--- src/hdl/port_sampling_defines.vh ---
// Constants for the port input sampling and bulk pin configuration block
`ifndef PORT_SAMPLING_DEFINES_VH
`define PORT_SAMPLING_DEFINES_VH

// ---------------------------------------------------------------------
// Register offsets within one port group
// ---------------------------------------------------------------------
`define OFS_W               7
`define OFS_SAMPLED_LEVELS  7'h20
`define OFS_SAMPLE_MODE     7'h24
`define OFS_MULTI_PIN_CFG   7'h28
`define GROUP_SHIFT         7

// ---------------------------------------------------------------------
// Reset values
// ---------------------------------------------------------------------
`define RST_WORD            32'h00000000
`define RST_NIBBLE          4'h0
`define RST_BIT             1'b0
`define RST_SIZE            2'h0

// ---------------------------------------------------------------------
// Access size codes
// ---------------------------------------------------------------------
`define SIZE_BYTE           2'h0
`define SIZE_HALF           2'h1
`define SIZE_WORD           2'h2

// ---------------------------------------------------------------------
// Multi-pin configuration write fields
// ---------------------------------------------------------------------
`define CFG_HALF_WORD_SEL   31
`define CFG_PIN_SETTINGS_UPD 30
`define CFG_MUX_UPD         28
`define CFG_FUNC_HI         27
`define CFG_FUNC_LO         24
`define CFG_DRIVE_STRENGTH  22
`define CFG_PULL_ENABLE     18
`define CFG_INPUT_BUF_EN    17
`define CFG_MUX_ENABLE      16
`define CFG_MASK_HI         15
`define CFG_MASK_LO         0
`define HALF_PINS           16
`define FUNC_W              4

// ---------------------------------------------------------------------
// Sampler grouping
// ---------------------------------------------------------------------
`define SUBGROUP_PINS       8

`endif

--- src/hdl/sampler_bank.v ---
// Pin input samplers, switched per byte between on-demand and continuous
`timescale 1ns/1ps
`include "port_sampling_defines.vh"

module sampler_bank #(
    parameter PINS = 32
) (
    input  wire              clk_i,
    input  wire              rst_n_i,
    input  wire [PINS-1:0]   pad_i,
    input  wire [PINS-1:0]   sample_mode_i,
    input  wire [PINS-1:0]   dir_i,
    input  wire              demand_i,
    output wire [PINS-1:0]   next_level_o,
    output reg  [PINS-1:0]   level_o,
    output wire [PINS/`SUBGROUP_PINS-1:0] byte_on_o
);

    localparam BYTES = PINS / `SUBGROUP_PINS;

    // -----------------------------------------------------------------
    // Per byte sampler enable and per pin capture
    // -----------------------------------------------------------------
    genvar b;
    generate
        for (b = 0; b < BYTES; b = b + 1) begin : g_byte
            wire [`SUBGROUP_PINS-1:0] mode_b;
            wire [`SUBGROUP_PINS-1:0] dir_b;
            wire [`SUBGROUP_PINS-1:0] take_b;
            assign mode_b = sample_mode_i[b*`SUBGROUP_PINS +: `SUBGROUP_PINS];
            assign dir_b  = dir_i[b*`SUBGROUP_PINS +: `SUBGROUP_PINS];
            // Mode counts only on input pins; any one turns on the byte
            assign byte_on_o[b] = |(mode_b & ~dir_b);
            // Output pins are read back every cycle, mode does not apply
            assign take_b = {`SUBGROUP_PINS{byte_on_o[b] | demand_i}}
                          | dir_b;
            assign next_level_o[b*`SUBGROUP_PINS +: `SUBGROUP_PINS] =
                (take_b & pad_i[b*`SUBGROUP_PINS +: `SUBGROUP_PINS])
              | (~take_b & level_o[b*`SUBGROUP_PINS +: `SUBGROUP_PINS]);
        end
    endgenerate

    // Low pad clears the bit, high pad sets it
    always @(posedge clk_i) begin
        if (!rst_n_i) begin
            level_o <= {PINS{`RST_BIT}};
        end else begin
            level_o <= next_level_o;
        end
    end

endmodule // sampler_bank

--- src/hdl/port_sampling_config.v ---
// Port group input sampling, sample mode and bulk pin configuration
`timescale 1ns/1ps
`include "port_sampling_defines.vh"

// What this block does
// - Sampled level bits follow pad level seen by sampler; read-only, reset zero.
// - Sample mode bit 0 gives on-demand sampling, 1 gives continuous.
// - Samplers switch per byte; one continuous pin makes whole byte continuous.
// - Sample mode only matters for pins configured as inputs.
// - Byte and half-word writes to the bulk config register are ignored.
// - Reading the bulk config register always returns zero.
// - Bit 31 picks lower sixteen pins when 0, upper sixteen when 1.
// - Bit 30 set loads strength, pull, input buffer, mux enable into selected pins.
// - Bit 30 clear leaves pin settings of selected pins unchanged.
// - One write applies identical settings and function to many pins at once.
// - Each group has its own registers, groups spaced 0x80 apart.
// - Sample mode and bulk config writes ignored while write-locked.
// - Bits 15..0 select pins of the chosen half; 0 leaves pin alone.
// - Bit 28 set loads function value from bits 27..24 into selected pins.
// - Strength bit 22, pull bit 18, input buffer bit 17, mux enable bit 16.
module port_sampling_config #(
    parameter ADDR_W      = 12,
    parameter GROUP_INDEX = 0,
    parameter PINS        = 32
) (
    input  wire                  clk_i,
    input  wire                  rst_n_i,
    input  wire [ADDR_W-1:0]     addr_i,
    input  wire [31:0]           wdata_i,
    input  wire [1:0]            size_i,
    input  wire                  wr_i,
    input  wire                  rd_i,
    output reg  [31:0]           rdata_o,
    input  wire                  write_lock_i,
    input  wire [PINS-1:0]       pad_i,
    input  wire [PINS-1:0]       dir_i,
    output reg  [PINS-1:0]       drive_strength_o,
    output reg  [PINS-1:0]       pull_resistor_enable_o,
    output reg  [PINS-1:0]       input_buffer_enable_o,
    output reg  [PINS-1:0]       peripheral_mux_enable_o,
    output reg  [PINS*4-1:0]     peripheral_function_select_o,
    output reg  [PINS/8-1:0]     sampler_continuous_o
);

    localparam BYTES = PINS / `SUBGROUP_PINS;

    // -----------------------------------------------------------------
    // Registers and wires
    // -----------------------------------------------------------------
    reg  [31:0]              sample_mode_reg;
    wire [PINS-1:0]          sampled_pad_levels;
    wire [PINS-1:0]          next_levels;
    wire [BYTES-1:0]         byte_on;
    wire                     group_hit;
    wire [`OFS_W-1:0]        offset;
    wire                     hit_levels;
    wire                     hit_mode;
    wire                     hit_cfg;
    wire                     mode_wr;
    wire                     cfg_wr;
    wire                     half_sel;
    wire                     upd_settings;
    wire                     upd_mux;
    wire [`FUNC_W-1:0]       func_val;
    wire [`HALF_PINS-1:0]    pin_select_mask;
    wire [31:0]              selected_pins;
    reg  [31:0]              next_rdata;

    // -----------------------------------------------------------------
    // Address decode
    // -----------------------------------------------------------------
    // Upper address bits pick the group, lower bits the register
    assign group_hit = (addr_i[ADDR_W-1:`GROUP_SHIFT] ==
                        GROUP_INDEX[ADDR_W-`GROUP_SHIFT-1:0]);
    assign offset    = addr_i[`OFS_W-1:0];

    assign hit_levels = group_hit && (offset == `OFS_SAMPLED_LEVELS);
    assign hit_mode   = group_hit && (offset == `OFS_SAMPLE_MODE);
    assign hit_cfg    = group_hit && (offset == `OFS_MULTI_PIN_CFG);

    // Locked writes dropped silently
    assign mode_wr = wr_i && hit_mode && !write_lock_i;

    // Only whole-word writes reach the bulk configuration
    assign cfg_wr = wr_i && hit_cfg && !write_lock_i
                 && (size_i == `SIZE_WORD);

    // -----------------------------------------------------------------
    // Bulk configuration fields
    // -----------------------------------------------------------------
    assign half_sel        = wdata_i[`CFG_HALF_WORD_SEL];
    assign upd_settings    = wdata_i[`CFG_PIN_SETTINGS_UPD];
    assign upd_mux         = wdata_i[`CFG_MUX_UPD];
    assign func_val        = wdata_i[`CFG_FUNC_HI:`CFG_FUNC_LO];
    assign pin_select_mask = wdata_i[`CFG_MASK_HI:`CFG_MASK_LO];

    // Mask lands on the lower or upper half of the group
    assign selected_pins = half_sel ?
        {pin_select_mask, {`HALF_PINS{1'b0}}} :
        {{`HALF_PINS{1'b0}}, pin_select_mask};

    // -----------------------------------------------------------------
    // Sample mode register
    // -----------------------------------------------------------------
    always @(posedge clk_i) begin
        if (!rst_n_i) begin
            sample_mode_reg <= `RST_WORD;
        end else if (mode_wr) begin
            sample_mode_reg <= wdata_i;
        end
    end

    // -----------------------------------------------------------------
    // Input samplers
    // -----------------------------------------------------------------
    // A read of the levels register is the on-demand sampling request
    sampler_bank #(
        .PINS          (PINS)
    ) u_sampler_bank (
        .clk_i         (clk_i),
        .rst_n_i       (rst_n_i),
        .pad_i         (pad_i),
        .sample_mode_i (sample_mode_reg[PINS-1:0]),
        .dir_i         (dir_i),
        .demand_i      (rd_i && hit_levels),
        .next_level_o  (next_levels),
        .level_o       (sampled_pad_levels),
        .byte_on_o     (byte_on)
    );

    always @(posedge clk_i) begin
        if (!rst_n_i) begin
            sampler_continuous_o <= {BYTES{`RST_BIT}};
        end else begin
            sampler_continuous_o <= byte_on;
        end
    end

    // -----------------------------------------------------------------
    // Per pin settings and function select
    // -----------------------------------------------------------------
    genvar p;
    generate
        for (p = 0; p < PINS; p = p + 1) begin : g_pin
            wire take_settings;
            wire take_mux;
            // Same field values go to every selected pin in one write
            assign take_settings = cfg_wr && upd_settings
                                && selected_pins[p];
            assign take_mux      = cfg_wr && upd_mux
                                && selected_pins[p];

            always @(posedge clk_i) begin
                if (!rst_n_i) begin
                    drive_strength_o[p]        <= `RST_BIT;
                    pull_resistor_enable_o[p]  <= `RST_BIT;
                    input_buffer_enable_o[p]   <= `RST_BIT;
                    peripheral_mux_enable_o[p] <= `RST_BIT;
                end else if (take_settings) begin
                    drive_strength_o[p] <=
                        wdata_i[`CFG_DRIVE_STRENGTH];
                    pull_resistor_enable_o[p] <=
                        wdata_i[`CFG_PULL_ENABLE];
                    input_buffer_enable_o[p] <=
                        wdata_i[`CFG_INPUT_BUF_EN];
                    peripheral_mux_enable_o[p] <=
                        wdata_i[`CFG_MUX_ENABLE];
                end
            end

            always @(posedge clk_i) begin
                if (!rst_n_i) begin
                    peripheral_function_select_o[p*`FUNC_W +: `FUNC_W] <=
                        `RST_NIBBLE;
                end else if (take_mux) begin
                    peripheral_function_select_o[p*`FUNC_W +: `FUNC_W] <=
                        func_val;
                end
            end
        end
    endgenerate

    // -----------------------------------------------------------------
    // Read data
    // -----------------------------------------------------------------
    // On-demand read returns the level captured by this very read
    always @* begin
        next_rdata = `RST_WORD;
        if (rd_i) begin
            if (hit_levels) begin
                next_rdata = next_levels;
            end else if (hit_mode) begin
                next_rdata = sample_mode_reg;
            end else if (hit_cfg) begin
                next_rdata = `RST_WORD;
            end else begin
                next_rdata = `RST_WORD;
            end
        end
    end

    // Data stand for exactly one cycle after the read strobe
    always @(posedge clk_i) begin
        if (!rst_n_i) begin
            rdata_o <= `RST_WORD;
        end else begin
            rdata_o <= next_rdata;
        end
    end

endmodule // port_sampling_config

--- config.mk ---
export PLATFORM = sky130hd
export DESIGN_NAME = port_sampling_config
export DESIGN_NICKNAME = d
export VERILOG_FILES = /design/src/hdl/sampler_bank.v /design/src/hdl/port_sampling_config.v
export VERILOG_INCLUDE_DIRS = /design/src /design/src/hdl
export SDC_FILE = /design/constraint.sdc
export NUM_CORES = 1
export LEC_CHECK = 0
export ABC_CLOCK_PERIOD_IN_PS = 3150
export BUFFER_PORTS_ARGS = -buffer_cell sky130_fd_sc_hd__buf_2
export CELL_PAD_IN_SITES_DETAIL_PLACEMENT = 1
export CELL_PAD_IN_SITES_GLOBAL_PLACEMENT = 1
export CORE_MARGIN = 2
export CORE_UTILIZATION = 41
export CTS_CLUSTER_SIZE = 20
export DETAILED_ROUTE_END_ITERATION = 12
export PLACE_DENSITY = 0.91
export SYNTH_ARGS = -nofsm -noshare
export SYNTH_HDL_FRONTEND = slang
export SYNTH_SLANG_ARGS = --single-unit
export TNS_END_PERCENT = 50
--- constraint.sdc ---
create_clock -name clk_i -period 3.15 [get_ports clk_i]
set_input_delay 0.1575 -clock clk_i [delete_from_list [all_inputs] [get_ports clk_i]]
set_output_delay 0.1575 -clock clk_i [all_outputs]
set_load 0.01 [all_outputs]
==> flow_summary.ini <==
[outcome]
status = completed

[routing]
wl_per_cell_um = 24.7
wirelength_mm = 62.1
dr_total_vias = 13578
drc_errors = 0
dr.pass1.iters = 5
ant_nets = 0
vias_per_cell = 5.39
drt_iter0_drc = 694

[synth]
synth_cells = 1539
ys_ff_latch = 356
synth_area_per_cell_um2 = 10.7
yosysWarnings = 0
synth_nets = 1654
yosysSeqAreaShare = 0.434
synth_ff_type = dfxtp_1
ys_async_sr_fraction = 0
synthesis.area_um2 = 16400
synth_edf_count = 0
ys_types = 37

[clock_network]
clock-sinks = 356
clock_path_buffers = 3
cts_tree = built
cts.clk_slew.worst_paths_ns = 0.06
post_cts_buffers = 0
root_buffer = clkbuf_16
ctsHoldBuffers = 88
post_cts_resized = 0
worst_skew_pair.late_latency_ns = 0.55
htree_levels = 2
numCtsBuffers = 41

[final_layout]
finalNetCount = 2078
area_growth_pct = 27.2
drive_gt1_frac = 0.307
layout.cells.non_filler = 2518
top_register = peripheral_function_select_o
largest_reg_flops = 128
final_cell_area_um2 = 20900
fillerInstances = 4386

[worst_hold_path]
hold_path_class = in2reg

[grt]
grt_busiest_layer = met2
grt_use_met3 = 0.0663
grt_pass1_wl_mm = 93.3
grt_start_max_net_pins = 161
grt.total_usage = 0.293
met1_usage = 0.329
grt_overflow = 0
grt_pass1_vias = 15137
grt.met2_usage = 0.525
antenna_found_initial = 3

[timing]
final-hold-violation-count = 0
drv_slew = 0
finalSetupViolations = 0
finalSetupTns_ns = 0
clock.fmax_mhz = 395
fin_skew_ns = 0.0109
timing.final.crit_share = 0.803
post-route-min-period_ns = 2.53
max_slew_margin = 0.292
rsz0062_at_grt = false
worstMarginPinSlew_ns = 1.06

[setup_path]
cp_num_buf_inv = 1
cp-startpoint = sample_mode_reg[24]$_SDFFE_PN0P_
endpoint_kind = flop
r2r-end = u_sampler_bank.level_o[27]$_SDFF_PN0_
path_depth = 6
crit_required_ns = 3.58
cp-endpoint = u_sampler_bank.level_o[27]$_SDFF_PN0_
critical_path.cell_chain = nor2b_1 > a2111oi_4 > nand3_4 > o211ai_1 > o31ai_1 > dlygate4sd3_1
critical_path.top_delay_family = compound AO/OA/AOI/OAI gates
cp_slowest_stage_delay_ns = 0.58
rrSetupSlack_ns = 0.62
arrival_ns = 2.96
crit_type = reg2reg
crit_path_max_fanout = 24
critPathLaunchType = flop
cpMaxStageDelayCell = dlygate4sd3_1
r2r-start = sample_mode_reg[24]$_SDFFE_PN0P_
rr_worst_depth = 6

[die]
die_area_um2 = 41700
start_util = 0.414
fp.coreArea_um2 = 39600
row_count = 73
io-pin-count = 407
fp.dieW_um = 204
die_y_um = 204

[place]
io_buffers = 406
dpl.cell_count = 2357
place_area_um2 = 18700
hpwl_mm = 38.6
place.gp.congestion = 0.822

[power]
power_density_nw_per_um2 = 482
ir_drop_mv = 0.399
p_leak_nw = 10.5

[flow_run]
cap_violations = 0
how the worst min path moves through the flow:
stage               slack [ns]         from  cells past startpoint                              endpoint
finish                    0.05     pad_i[7]                      4                 rdata_o[7]$_SDFF_PN0_
global route              0.04    pad_i[10]                      4                rdata_o[10]$_SDFF_PN0_
CTS                      0.003    pad_i[16]                      4                rdata_o[16]$_SDFF_PN0_
detailed placement        0.41     dir_i[5]                      2  u_sampler_bank.level_o[5]$_SDFF_PN0_
global placement          0.40  wdata_i[19]                      3      sample_mode_reg[19]$_SDFFE_PN0P_
floorplan                 0.26     dir_i[0]                      1  u_sampler_bank.level_o[0]$_SDFF_PN0_
per-stage QoR:
stage	utilization	setup WS [ns]	hold WS, ns	power [mW]
2_1_floorplan	-	1.44	0.258	5.00
3_3_place_gp	0.471	0.791	0.403	5.22
3_5_place_dp	0.471	0.695	0.414	5.24
4_1_cts	0.527	0.765	0.00265	10.1
5_1_grt	0.527	0.559	0.0447	10.4
6_report	0.527	0.619	0.0465	10.1
cells in the final DEF (no fill, tap or decap), drive strengths merged:
master / count
buf: 419
dfxtp: 356
nor2b: 299
mux2i: 256
nand2: 96
dlygate4sd3: 88
clkbuf: 69
a21oi: 64
nand4: 63
inv: 42
a21boi: 36
nor2: 33
o211ai: 32
o31ai: 32
mux2: 32
a211oi: 32
and2: 15
a2111oi: 8
nand3: 7
and3: 4
and4bb: 2
diode: 1
and4: 1
nor4bb: 1
nand3b: 1
nor4: 1
nor3: 1
clkinv: 1
bufinv: 1
layer usage:
layer | part of all wire | vias up
li1 | - | 6159
met1 | 0.39 | 6748
met2 | 0.51 | 511
met3 | 0.065 | 160
met4 | 0.043 | 0
met5 | 0 | -
worst reg2reg max path, cell delays in order, from the launching register on:
cell and delay [ns]:
dfxtp_1 0.34, nor2b_1 0.17, a2111oi_4 0.47, nand3_4 0.39
o211ai_1 0.35, o31ai_1 0.12, dlygate4sd3_1 0.58
synthesized netlist by cell type (15+ instances only):
| cell type | instances | area share |
|---|---|---|
| a211oi_1 | 20 | 0.0091 |
| a21boi_1 | 30 | 0.014 |
| a21oi_1 | 64 | 0.020 |
| and2_1 | 15 | 0.0057 |
| clkbuf_1 | 90 | 0.021 |
| dfxtp_1 | 356 | 0.43 |
| inv_1 | 32 | 0.0073 |
| mux2_2 | 20 | 0.014 |
| mux2i_1 | 256 | 0.16 |
| nand2_1 | 96 | 0.022 |
| nand4_4 | 59 | 0.076 |
| nor2_1 | 33 | 0.0075 |
| nor2b_1 | 299 | 0.11 |
| o211ai_1 | 32 | 0.015 |
| o31ai_1 | 32 | 0.015 |
area by class of cell:
| type | instances | area (um^2) | share of cell area |
|---|---|---|---|
| diodes | 1 | 2.50 | 0.000120 |
| clock buffers | 68 | 1280 | 0.0613 |
| clock inverters | 4 | 52.6 | 0.00252 |
| inverters | 40 | 150 | 0.00719 |
| multi-input cells | 1016 | 8520 | 0.408 |
| flip-flops and latches | 356 | 7130 | 0.341 |
| well taps | 525 | 657 | 0.0315 |
| repair buffers | 508 | 3090 | 0.148 |
logic make-up (layout without fill, tap and decap cells):
group	Yosys count	count (layout)	synth area share
AOI/OAI and AO/OA	204	204	0.0970
other	0	1	0
DFF	356	356	0.434
muxes	288	288	0.181
buffers and inverters	167	620	0.0483
and+or+nand+nor	524	524	0.240
power breakdown:
group / total, mW / switching (mW) / internal, mW
sequential: 4.54 / 0.0149 / 4.53
clock: 4.81 / 1.96 / 2.84
combinational: 0.723 / 0.442 / 0.281
Note: power is estimated with default switching activity, not from simulation.
